### src/eeprom_ctrl_pkg.sv
// package for the eeprom program/erase control block
// assumes one 125 MHz clock and a byte-wide register port
package eeprom_ctrl_pkg;
    // register map
    localparam logic [7:0] CTRL_OFFSET = 8'h1c;
    localparam logic [7:0] CTRL_RESET = 8'h00;
    // control register bit positions
    localparam int BIT_PGM = 0;
    localparam int BIT_RC = 1;
    localparam int BIT_LATCH = 2;
    localparam int BIT_ER0 = 3;
    localparam int BIT_ER1 = 4;
    localparam int BIT_CHARGE_PUMP_ENABLE = 6;
    // writable bits; bits 7 and 5 read zero
    localparam logic [7:0] CTRL_WMASK = 8'h5e;
    // array geometry
    localparam int ARRAY_BYTES = 256;
    localparam int BLOCK_SHIFT = 6;
    localparam logic [7:0] ERASED_BYTE = 8'hff;
    localparam logic [7:0] ZERO_BYTE = 8'h00;
    localparam logic [7:0] ARRAY_BASE_HI = 8'h02;

    typedef enum logic [1:0] {
        MODE_PROGRAM = 2'b00,
        MODE_BYTE_ERASE = 2'b01,
        MODE_BLOCK_ERASE = 2'b10,
        MODE_BULK_ERASE = 2'b11
    } erase_mode_t;

    // cpu-side access to the eeprom array space
    typedef struct packed {
        logic wr;
        logic rd;
        logic [7:0] addr;
        logic [7:0] wdata;
    } array_req_t;
endpackage : eeprom_ctrl_pkg

### src/eeprom_program_erase_control.sv
// eeprom program/erase control register with a flip-flop model of the array
// assumes reg port and array port are driven synchronously to clk
//
// How it works
// erase select field picks program, byte, block or bulk erase
// erase select bits read/write, cleared by reset
// block erase clears the aligned 64-byte block of the latched address
// bulk erase clears all 256 bytes regardless of latched address
// byte erase clears only the latched byte
// with latch set, array writes capture address and data
// with latch set and a write captured, array reads are blocked
// latch clear gives normal reads; latch bit read/write, reset zero
// clock source bit picks rc oscillator or cpu clock; reset zero
// software picks rc oscillator below 1.5 MHz and waits settle time
// program power bit applies pump power to the array
// program power bit writable only while latch is one
// software program sequence: latch, pump, mode 00, write, power
// software erase sequence: latch, pump, mode, write, power
// software ends: clear power, wait fall time, clear latch and pump
// pump enable powers the pump; voltage reaches array only with power
// erased byte reads ff; programming only clears bits
// erase ignores captured data; only address selects target
`timescale 1ns/100ps
`default_nettype none
module eeprom_program_erase_control (
    input wire logic clk,
    input wire logic reset,
    input wire logic [7:0] reg_addr,
    input wire logic [7:0] reg_wdata,
    input wire logic reg_wr,
    input wire logic reg_rd,
    output logic [7:0] reg_rdata,
    input wire eeprom_ctrl_pkg::array_req_t array_req,
    output logic [7:0] array_rdata,
    output logic array_rd_blocked,
    output logic pump_on,
    output logic array_power_on,
    output logic array_clk_sel_rc
);
    // control register, its next value and the power history
    logic [7:0] ctrl_q;
    logic [7:0] ctrl_d;
    logic pgm_q;

    // address and data latched by an array write
    logic captured_q;
    logic [7:0] cap_addr_q;
    logic [7:0] cap_data_q;

    // array storage and the bytes an operation reaches
    logic [7:0] mem_q [0:eeprom_ctrl_pkg::ARRAY_BYTES-1];
    logic [eeprom_ctrl_pkg::ARRAY_BYTES-1:0] target_hit;

    // registered outputs
    logic [7:0] reg_rdata_q;
    logic [7:0] array_rdata_q;
    logic blocked_q;
    logic pump_q;
    logic power_q;
    logic rc_q;

    // next values of the level outputs
    logic pump_d;
    logic power_d;
    logic rc_d;

    // decoded strobes and control fields
    logic ctrl_wr;
    logic ctrl_rd;
    logic latch_on;
    logic pump_en;
    logic power_bit;
    logic latched_wr;
    logic read_inhibit;
    logic array_rd_ok;
    logic array_rd_stop;
    logic start_pulse;
    logic [7:0] array_byte;
    eeprom_ctrl_pkg::erase_mode_t mode;

    // true when a register access hits the control register
    function automatic logic ctrl_hit(
        input logic [7:0] addr
    );
        ctrl_hit = (addr == eeprom_ctrl_pkg::CTRL_OFFSET);
    endfunction : ctrl_hit

    // which of the four blocks an array address falls in
    function automatic logic [1:0] block_of(
        input logic [7:0] addr
    );
        block_of = 2'(addr >> eeprom_ctrl_pkg::BLOCK_SHIFT);
    endfunction : block_of

    // erase mode held in a control value
    function automatic eeprom_ctrl_pkg::erase_mode_t mode_of(
        input logic [7:0] ctrl
    );
        mode_of = eeprom_ctrl_pkg::erase_mode_t'({ctrl[eeprom_ctrl_pkg::BIT_ER1],
                                                  ctrl[eeprom_ctrl_pkg::BIT_ER0]});
    endfunction : mode_of

    // pump runs with its enable or with power
    function automatic logic pump_level(
        input logic [7:0] ctrl
    );
        pump_level = ctrl[eeprom_ctrl_pkg::BIT_CHARGE_PUMP_ENABLE] | ctrl[eeprom_ctrl_pkg::BIT_PGM];
    endfunction : pump_level

    // control value as software reads it; unused bits read zero
    function automatic logic [7:0] ctrl_view(
        input logic [7:0] ctrl
    );
        ctrl_view = ctrl & eeprom_ctrl_pkg::CTRL_WMASK;
        ctrl_view[eeprom_ctrl_pkg::BIT_PGM] = ctrl[eeprom_ctrl_pkg::BIT_PGM];
    endfunction : ctrl_view

    // true when the array byte at idx falls in the target
    function automatic logic in_target(
        input eeprom_ctrl_pkg::erase_mode_t m,
        input logic [7:0] idx,
        input logic [7:0] a
    );
        unique case (m)
            eeprom_ctrl_pkg::MODE_PROGRAM: begin
                in_target = (idx == a);
            end
            eeprom_ctrl_pkg::MODE_BYTE_ERASE: begin
                in_target = (idx == a);
            end
            eeprom_ctrl_pkg::MODE_BLOCK_ERASE: begin
                in_target = (block_of(idx) == block_of(a));
            end
            eeprom_ctrl_pkg::MODE_BULK_ERASE: begin
                in_target = 1'b1;
            end
        endcase
    endfunction : in_target

    // value a target byte takes when the operation is applied
    function automatic logic [7:0] next_byte(
        input eeprom_ctrl_pkg::erase_mode_t m,
        input logic [7:0] old,
        input logic [7:0] data
    );
        if (m == eeprom_ctrl_pkg::MODE_PROGRAM) begin
            next_byte = old & data;
        end else begin
            next_byte = eeprom_ctrl_pkg::ERASED_BYTE;
        end
    endfunction : next_byte

    // register strobes and control fields
    assign ctrl_wr = reg_wr && ctrl_hit(reg_addr);
    assign ctrl_rd = reg_rd && ctrl_hit(reg_addr);
    assign latch_on = ctrl_q[eeprom_ctrl_pkg::BIT_LATCH];
    assign pump_en = ctrl_q[eeprom_ctrl_pkg::BIT_CHARGE_PUMP_ENABLE];
    assign power_bit = ctrl_q[eeprom_ctrl_pkg::BIT_PGM];
    assign mode = mode_of(ctrl_q);

    // array side strobes; reads inhibited once a latched write was taken
    assign latched_wr = latch_on && array_req.wr;
    assign read_inhibit = latch_on && captured_q;
    assign array_rd_ok = array_req.rd && !read_inhibit;
    assign array_rd_stop = array_req.rd && read_inhibit;
    assign array_byte = mem_q[array_req.addr];

    // next control value; power bit only takes writes while latch is one
    always_comb begin
        ctrl_d = ctrl_q;
        if (ctrl_wr) begin
            ctrl_d = eeprom_ctrl_pkg::CTRL_RESET;
            ctrl_d[eeprom_ctrl_pkg::BIT_CHARGE_PUMP_ENABLE] = reg_wdata[eeprom_ctrl_pkg::BIT_CHARGE_PUMP_ENABLE];
            ctrl_d[eeprom_ctrl_pkg::BIT_ER1] = reg_wdata[eeprom_ctrl_pkg::BIT_ER1];
            ctrl_d[eeprom_ctrl_pkg::BIT_ER0] = reg_wdata[eeprom_ctrl_pkg::BIT_ER0];
            ctrl_d[eeprom_ctrl_pkg::BIT_LATCH] = reg_wdata[eeprom_ctrl_pkg::BIT_LATCH];
            ctrl_d[eeprom_ctrl_pkg::BIT_RC] = reg_wdata[eeprom_ctrl_pkg::BIT_RC];
            if (latch_on) begin
                ctrl_d[eeprom_ctrl_pkg::BIT_PGM] = reg_wdata[eeprom_ctrl_pkg::BIT_PGM];
            end else begin
                ctrl_d[eeprom_ctrl_pkg::BIT_PGM] = 1'b0;
            end
        end
    end

    // level outputs follow the next control value
    assign pump_d = pump_level(ctrl_d);
    assign power_d = ctrl_d[eeprom_ctrl_pkg::BIT_PGM];
    assign rc_d = ctrl_d[eeprom_ctrl_pkg::BIT_RC];

    // program or erase is applied once, on the rise of the power bit while a write is captured and the pump is enabled
    assign start_pulse = power_bit
                         && !pgm_q
                         && captured_q
                         && pump_en;

    // control register
    always_ff @(posedge clk) begin
        if (reset) begin
            ctrl_q <= eeprom_ctrl_pkg::CTRL_RESET;
        end else begin
            ctrl_q <= ctrl_d;
        end
    end

    // power bit one cycle back, for the rise
    always_ff @(posedge clk) begin
        if (reset) begin
            pgm_q <= 1'b0;
        end else begin
            pgm_q <= power_bit;
        end
    end

    // capture flag, dropped whenever the latch is clear
    always_ff @(posedge clk) begin
        if (reset) begin
            captured_q <= 1'b0;
        end else if (!latch_on) begin
            captured_q <= 1'b0;
        end else if (array_req.wr) begin
            captured_q <= 1'b1;
        end else begin
            captured_q <= captured_q;
        end
    end

    // captured address
    always_ff @(posedge clk) begin
        if (reset) begin
            cap_addr_q <= eeprom_ctrl_pkg::ZERO_BYTE;
        end else if (latched_wr) begin
            cap_addr_q <= array_req.addr;
        end else begin
            cap_addr_q <= cap_addr_q;
        end
    end

    // captured data
    always_ff @(posedge clk) begin
        if (reset) begin
            cap_data_q <= eeprom_ctrl_pkg::ERASED_BYTE;
        end else if (latched_wr) begin
            cap_data_q <= array_req.wdata;
        end else begin
            cap_data_q <= cap_data_q;
        end
    end

    // bytes reached by the pending operation
    always_comb begin
        for (int i = 0; i < eeprom_ctrl_pkg::ARRAY_BYTES; i++) begin
            target_hit[i] = in_target(mode, 8'(i), cap_addr_q);
        end
    end

    // array contents: erase to ff, program clears bits only
    always_ff @(posedge clk) begin
        if (reset) begin
            for (int i = 0; i < eeprom_ctrl_pkg::ARRAY_BYTES; i++) begin
                mem_q[i] <= eeprom_ctrl_pkg::ERASED_BYTE;
            end
        end else begin
            for (int i = 0; i < eeprom_ctrl_pkg::ARRAY_BYTES; i++) begin
                if (start_pulse && target_hit[i]) begin
                    mem_q[i] <= next_byte(mode, mem_q[i], cap_data_q);
                end
            end
        end
    end

    // register read port, data one cycle after the strobe
    always_ff @(posedge clk) begin
        if (reset) begin
            reg_rdata_q <= eeprom_ctrl_pkg::ZERO_BYTE;
        end else if (ctrl_rd) begin
            reg_rdata_q <= ctrl_view(ctrl_q);
        end else if (reg_rd) begin
            reg_rdata_q <= eeprom_ctrl_pkg::ZERO_BYTE;
        end else begin
            reg_rdata_q <= eeprom_ctrl_pkg::ZERO_BYTE;
        end
    end

    // array read data, zero when idle or inhibited
    always_ff @(posedge clk) begin
        if (reset) begin
            array_rdata_q <= eeprom_ctrl_pkg::ZERO_BYTE;
        end else if (array_rd_ok) begin
            array_rdata_q <= array_byte;
        end else if (array_rd_stop) begin
            array_rdata_q <= eeprom_ctrl_pkg::ZERO_BYTE;
        end else begin
            array_rdata_q <= eeprom_ctrl_pkg::ZERO_BYTE;
        end
    end

    // array read inhibit flag
    always_ff @(posedge clk) begin
        if (reset) begin
            blocked_q <= 1'b0;
        end else if (array_rd_stop) begin
            blocked_q <= 1'b1;
        end else if (array_rd_ok) begin
            blocked_q <= 1'b0;
        end else begin
            blocked_q <= 1'b0;
        end
    end

    // charge pump level
    always_ff @(posedge clk) begin
        if (reset) begin
            pump_q <= 1'b0;
        end else begin
            pump_q <= pump_d;
        end
    end

    // programming power level
    always_ff @(posedge clk) begin
        if (reset) begin
            power_q <= 1'b0;
        end else begin
            power_q <= power_d;
        end
    end

    // array clock source
    always_ff @(posedge clk) begin
        if (reset) begin
            rc_q <= 1'b0;
        end else begin
            rc_q <= rc_d;
        end
    end

    // outputs straight from their flip-flops
    assign reg_rdata = reg_rdata_q;
    assign array_rdata = array_rdata_q;
    assign array_rd_blocked = blocked_q;
    assign pump_on = pump_q;
    assign array_power_on = power_q;
    assign array_clk_sel_rc = rc_q;
endmodule : eeprom_program_erase_control
`default_nettype wire

### config.mk
export PLATFORM = sky130hd
export DESIGN_NAME = eeprom_program_erase_control
export DESIGN_NICKNAME = d
export VERILOG_FILES = /design/src/eeprom_ctrl_pkg.sv /design/src/eeprom_program_erase_control.sv
export SDC_FILE = /design/constraint.sdc
export NUM_CORES = 2
export LEC_CHECK = 0
export BUFFER_PORTS_ARGS = -buffer_cell sky130_fd_sc_hd__buf_2
export CORE_MARGIN = 5
export CORE_UTILIZATION = 40
export CTS_CLUSTER_SIZE = 25
export DETAILED_ROUTE_END_ITERATION = 8
export SLEW_MARGIN = 25
export SYNTH_ARGS = -nofsm -noshare
export SYNTH_HDL_FRONTEND = slang
export SYNTH_SLANG_ARGS = --single-unit
export TNS_END_PERCENT = 30
### constraint.sdc
create_clock -name clk -period 7 [get_ports clk]
set_input_delay 1.4 -clock clk [delete_from_list [all_inputs] [get_ports clk]]
set_output_delay 1.4 -clock clk [all_outputs]
set_load 0.05 [all_outputs]
**Yosys cells after proc, flatten, opt, wreduce, memory -nomap -nowiden**

Memory sizes are Yosys's and may differ from the RTL's. A register that Yosys moved wholly into a read port is not among the register bits.
Index checks and enable logic that the tools add are counted.

- Register bits: 36
- Bits in latches: 0
- Memory bits (writable): 2048
- Memory bits (read-only): 0
- Output and inout bits: 20
- Word-level logic and storage cells: 3118
- Memories: 1

- $add $sub $neg: 0
- $mul: 0
- Div/mod/pow operators: 0
- $lt $le $gt $ge: 0
- Equal/unequal tests: 262
- Shift-type cells: 0
- Multiplexer cells: 2053
- Bitwise operators: 516
- Reductions and logical operators: 274

Memories:

| memory | depth | width | read ports | clocked after Yosys merged registers in | wr ports | RTL line | source |
|---|---|---|---|---|---|---|---|
| mem_q | 256 | 8 | 257 | 1 | 256 | eeprom_program_erase_control.sv:51 | `logic [7:0] mem_q [0:eeprom_ctrl_pkg::ARRAY_BYTES-1];` |

Operators by type and width:

| cell | number |
|---|---|
| $mux W8 | 1024 |
| $and A8 B8 Y8 | 256 |
| $eq A8 B8 Y1 const A | 128 |
| $mux W1 | 772 |
| $pmux W1 S3 | 256 |
| $eq A7 B8 Y1 const A | 64 |
| $logic_and A1 B1 Y1 | 265 |
| $or A1 B1 Y1 | 257 |
| $eq A6 B8 Y1 const A | 32 |
| $eq A5 B8 Y1 const A | 16 |
| $eq A4 B8 Y1 const A | 8 |
| $eq A3 B8 Y1 const A | 4 |
| $eq A2 B8 Y1 const A | 2 |
| $eq A1 B8 Y1 const A | 1 |
| $eq A8 B5 Y1 const B | 1 |
| $logic_not A8 Y1 | 1 |
| $reduce_or A2 Y1 | 4 |
| $mux W7 | 1 |
| $eq A2 B2 Y1 const A | 2 |
| $eq A2 B2 Y1 const B | 2 |
| $logic_not A2 Y1 | 2 |
| $not A1 Y1 | 3 |
| $eq A1 B2 Y1 const A | 1 |
| $eq A2 B1 Y1 const B | 1 |
| $logic_not A1 Y1 | 2 |

**Longest topological paths before layout**

- Word-level depth: 9
- Depth in mapped cells: 12

**Worst setup path after synthesis**

No wires, ideal clock.

- Path type: input-to-reg
- Start point: input array_req[8] (netlist bit)
- End point: register array_rdata_q[0], in the netlist array_rdata[0] (read register of mem_q)
- Library setup time: 0.121 ns
- Arrival: 3.045 ns
- Required time: 6.879 ns
- Slack: 3.834 ns
- Cell stages on the path: 9
- Path buffers: 4
- Cell sequence: buf_6 buf_8 buf_6 buf_4 mux4_2 a211oi_1 o21ai_0 nand4_1 o22ai_1

RTL lines:

| element | RTL line | source |
|---|---|---|
| from (decl) | eeprom_program_erase_control.sv:33 | `input wire eeprom_ctrl_pkg::array_req_t array_req,` |
| to (decl) | eeprom_program_erase_control.sv:56 | `logic [7:0] array_rdata_q;` |

==> flow_summary_export.csv <==
group,metric,value,unit
status,status,"finished, final reports clean",
power_and_ir_drop,power.share.switching,22.60,%
clocking,clk_path_buf_depth,3,
clocking,numClockSinks,2088,
finish,fillers,23170,
synth,yosys_warnings,0,
power_and_ir_drop,p_clk_share,43.9,%
clocking,root_buffer,"clkbuf_16",
synth,synthArstFlopShare,0,%
synth,synth_edf_count,2048,
route,drt-initial-drc-count,9650,
placement,dp_hpwl,199.5,mm
setup_path,cp-start-kind,"primary input",
synth,ys_ff_latch,2088,
clocking,cts_made_buffers,215,
setup_path,setup.worst_path.start,"array_req[10]",
setup_path,worstSetupEndpointType,"register",
clocking,cts_resized,0,
sta,fin_crit_sh,64.37,%
setup_path,path_depth,9,
placement,routabilityCongestion,0.9120,
setup_path,path_cells,"buf_4 -> clkinv_2 -> nor2_2 -> buf_4 -> a22oi_1 -> nand3_1 -> o21ai_0 -> or4_1 -> o31ai_1",
setup_path,critPathRequiredTime,7.76,ns
setup_path,reg2reg_depth,5,
job,drv_cap,0,
clocking,clk-insertion-delay-late,0.87,ns
sta,finClkSkew,0.04390,ns
die,core,251900,µm²
setup_path,critical_path_peak_fanout,30,
sta,max_freq,221.9,MHz
sta,period_needed,4.506,ns
power_and_ir_drop,powerDensity,239.4,nW/µm²
setup_path,cp.buffers_inverters,3,
setup_path,crit_slowest_cell,"nor2_2",
route,avgViaCountPerCell,5.827,
route,wl_per_cell,25.63,µm
setup_path,r2r_start,"cap_addr_q[2]$_SDFFE_PP0P_",
sta,rsz0062_at_grt,"no",
global_routing,overflow,0,
sta,slew_headroom,24.35,%
sta,worstMarginPinSlew,1.134,ns
die,die_w,513.4,µm
placement,post-place-cells,11920,
clocking,cts_setup_buffers,0,
die,boundaryPins,58,
synth,synth.yosys.seq_area_share,61.46,%
die,row_count,184,
setup_path,cp-endpoint,"array_rdata[6]$_SDFF_PP0_",
global_routing,grt_max_degree,257,
die,dieArea,263600,µm²
clocking,cts_tree,"done",
power_and_ir_drop,combPwrFrac,4.6,%
sta,setup_viol,0,
finish,finalNetCount,8832,
clocking,htreeDepth,4,
setup_path,crit_type,"primary input to register",
power_and_ir_drop,irDropWorstVdd,0.0002771,V
route,routed_wirelength,315.9,mm
die,start_util,40.25,%
route,dr_total_vias,71830,
sta,drv_slew,0,
global_routing,grt_pass1_vias,67990,
global_routing,track_usage,23.22,%
synth,synth_ff_type,"edfxtp_1",
sta,finalHoldViolCount,0,
clocking,clkTransAtPathRegs,0.06,ns
synth,ys_types,66,
power_and_ir_drop,internal_power,20.64,mW
power_and_ir_drop,power_switching,6.026,mW
setup_path,critical_path.top_delay_family,"simple AND/OR/NAND/NOR gates",
placement,portBuffers,53,
global_routing,grt_pass1_wl,460.8,mm
setup_path,cp.arrival,5.27,ns
finish,final_cell_count_no_fill,12330,
finish,area_delta_synth_final,9.899,%
setup_path,reg2reg_setup_slack,3.35,ns
finish,fin_area,111400,µm²
global_routing,antenna_found_initial,9,
power_and_ir_drop,p_leak,40.82,nW
power_and_ir_drop,pwr-share-seq,51.5,%
route,firstDrtPassIters,6,
finish,drive_gt1_share,10.56,%
setup_path,timing.critical_path.slowest_cell_delay,0.87,ns
setup_path,reg2reg_to,"mem_q[149][7]$_SDFFCE_PP1P_",
route,ant_nets,0,
worst_hold_path,hp-class,"register to register",
die,die_y,513.4,µm
synth,avgSynthCellArea,11.19,µm²
setup_path,cpMostUsedCell,"buf_4",
clocking,holdBufCountCts,0,
synth,postSynthCellCount,9060,
sta,tns,0,ns
route,drc,0,
synth,netlist_area,101400,µm²
placement,placed_cell_area,104200,µm²
[final cells by class]
cell class | count | area, µm² | share of cell area [%]
clock inverters | 126 | 1292 | 1.160
diodes | 2 | 5.005 | 0.004493
repair buffers | 202 | 1826 | 1.639
well taps | 3348 | 4189 | 3.760
multi-input cells | 6283 | 35990 | 32.30
inverters | 4 | 21.27 | 0.01909
clock buffers | 273 | 5744 | 5.157
flip-flops and latches | 2088 | 62330 | 55.96
[cell families (layout without fill, tap and decap cells)]
family,after synthesis,after routing,synth area share [%]
and+or+nand+nor,4694,4694,17.86
buffers and inverters,690,605,3.312
AOI/OAI and AO/OA,906,906,5.858
muxes,681,681,11.51
other,1,4,0.003700
DFF,2088,2088,61.46
[power groups by stage]
stage / registers, mW / clock network [mW] / logic, mW
floorplan: 14.0 / 0 / 0.799
global placement: 14.0 / 0 / 1.20
detailed placement: 14.0 / 0 / 1.21
CTS: 13.7 / 11.8 / 1.22
global route: 13.7 / 12.3 / 1.28
finish: 13.7 / 11.7 / 1.23
[layout by cell type, fill, tap and decap left out, drive strengths merged, types with 18 or more instances in the layout]
cell / count
clkbuf: 274
nand4: 18
nor2: 244
nor3: 73
o21bai: 256
bufinv: 22
mux4: 381
dfxtp: 40
o22ai: 87
o221ai: 75
nor4: 20
a21oi: 304
mux2i: 295
clkinv: 88
nand2: 4232
buf: 201
edfxtp: 2048
and2: 20
nand3: 29
a211oi: 37
o21ai: 67
[routing by layer]
metal / vias up / GRT usage, % / part of all wire, %
met5: - / 0 / 0.0041
met4: 2 / 11.27 / 5.5
met3: 693 / 5.208 / 11
met2: 4057 / 34.78 / 43
met1: 35670 / 32.12 / 40
li1: 31410 / - / -
[sequential cells by signal, indices dropped and copies added, names as in the netlist]
register and cells:
reg_rdata 6, cap_data_q 8, array_rd_blocked 1, mem_q 2048, cap_addr_q 8, captured_q 1
ctrl_q 6, pgm_q 1, pump_on 1, array_rdata 8
[how the worst min path moves through the flow]
stage                                start                      end  cells past startpoint
finish                ctrl_q[6]$_SDFF_PP0_  reg_rdata[6]$_SDFF_PP0_                      1
global route          ctrl_q[6]$_SDFF_PP0_  reg_rdata[6]$_SDFF_PP0_                      1
floorplan             ctrl_q[6]$_SDFF_PP0_  reg_rdata[6]$_SDFF_PP0_                      1
detailed placement  ctrl_q[1]$_SDFFE_PP0P_  reg_rdata[1]$_SDFF_PP0_                      1
global placement    ctrl_q[1]$_SDFFE_PP0P_  reg_rdata[1]$_SDFF_PP0_                      1
CTS                 ctrl_q[1]$_SDFFE_PP0P_  reg_rdata[1]$_SDFF_PP0_                      1
[cell usage after synthesis (11+ instances only)]
cell	count	area (µm²)
buf_2	43	215.2
mux2i_1	295	2953
mux4_1	18	473.0
nand3_1	29	145.1
edfxtp_1	2048	61500
nor2_1	244	915.9
a221oi_1	15	131.4
nand4_1	18	112.6
dfxtp_1	40	800.8
clkbuf_1	520	1952
o21ai_0	64	320.3
nand2_1	4232	15890
o22ai_1	87	544.3
buf_4	45	337.8
nand3b_1	15	112.6
mux4_2	361	8130
nor3_1	71	355.3
buf_8	12	180.2
o221ai_1	74	648.1
o21bai_1	256	1922
a21oi_1	304	1521
nor4_1	20	125.1
buf_1	15	56.30
and2_1	20	125.1
a211oi_1	37	277.8
nand2b_1	11	68.82
a22oi_1	12	90.09
buf_6	48	540.5
[stage by stage]
stage / total power, mW / setup slack (ns) / hold WS [ns] / util [%]
final: 26.67 / 2.494 / 0.5059 / 44.23
after global routing: 27.35 / 2.654 / 0.5187 / 44.23
after CTS: 26.79 / 2.729 / 0.5040 / 44.18
after detailed placement: 15.22 / 1.793 / 0.4972 / 41.39
after global placement: 15.21 / 1.862 / 0.4851 / 41.36
after floorplan: 14.80 / 3.834 / 0.4449 / -
Note: power is estimated with default switching activity, not from simulation.
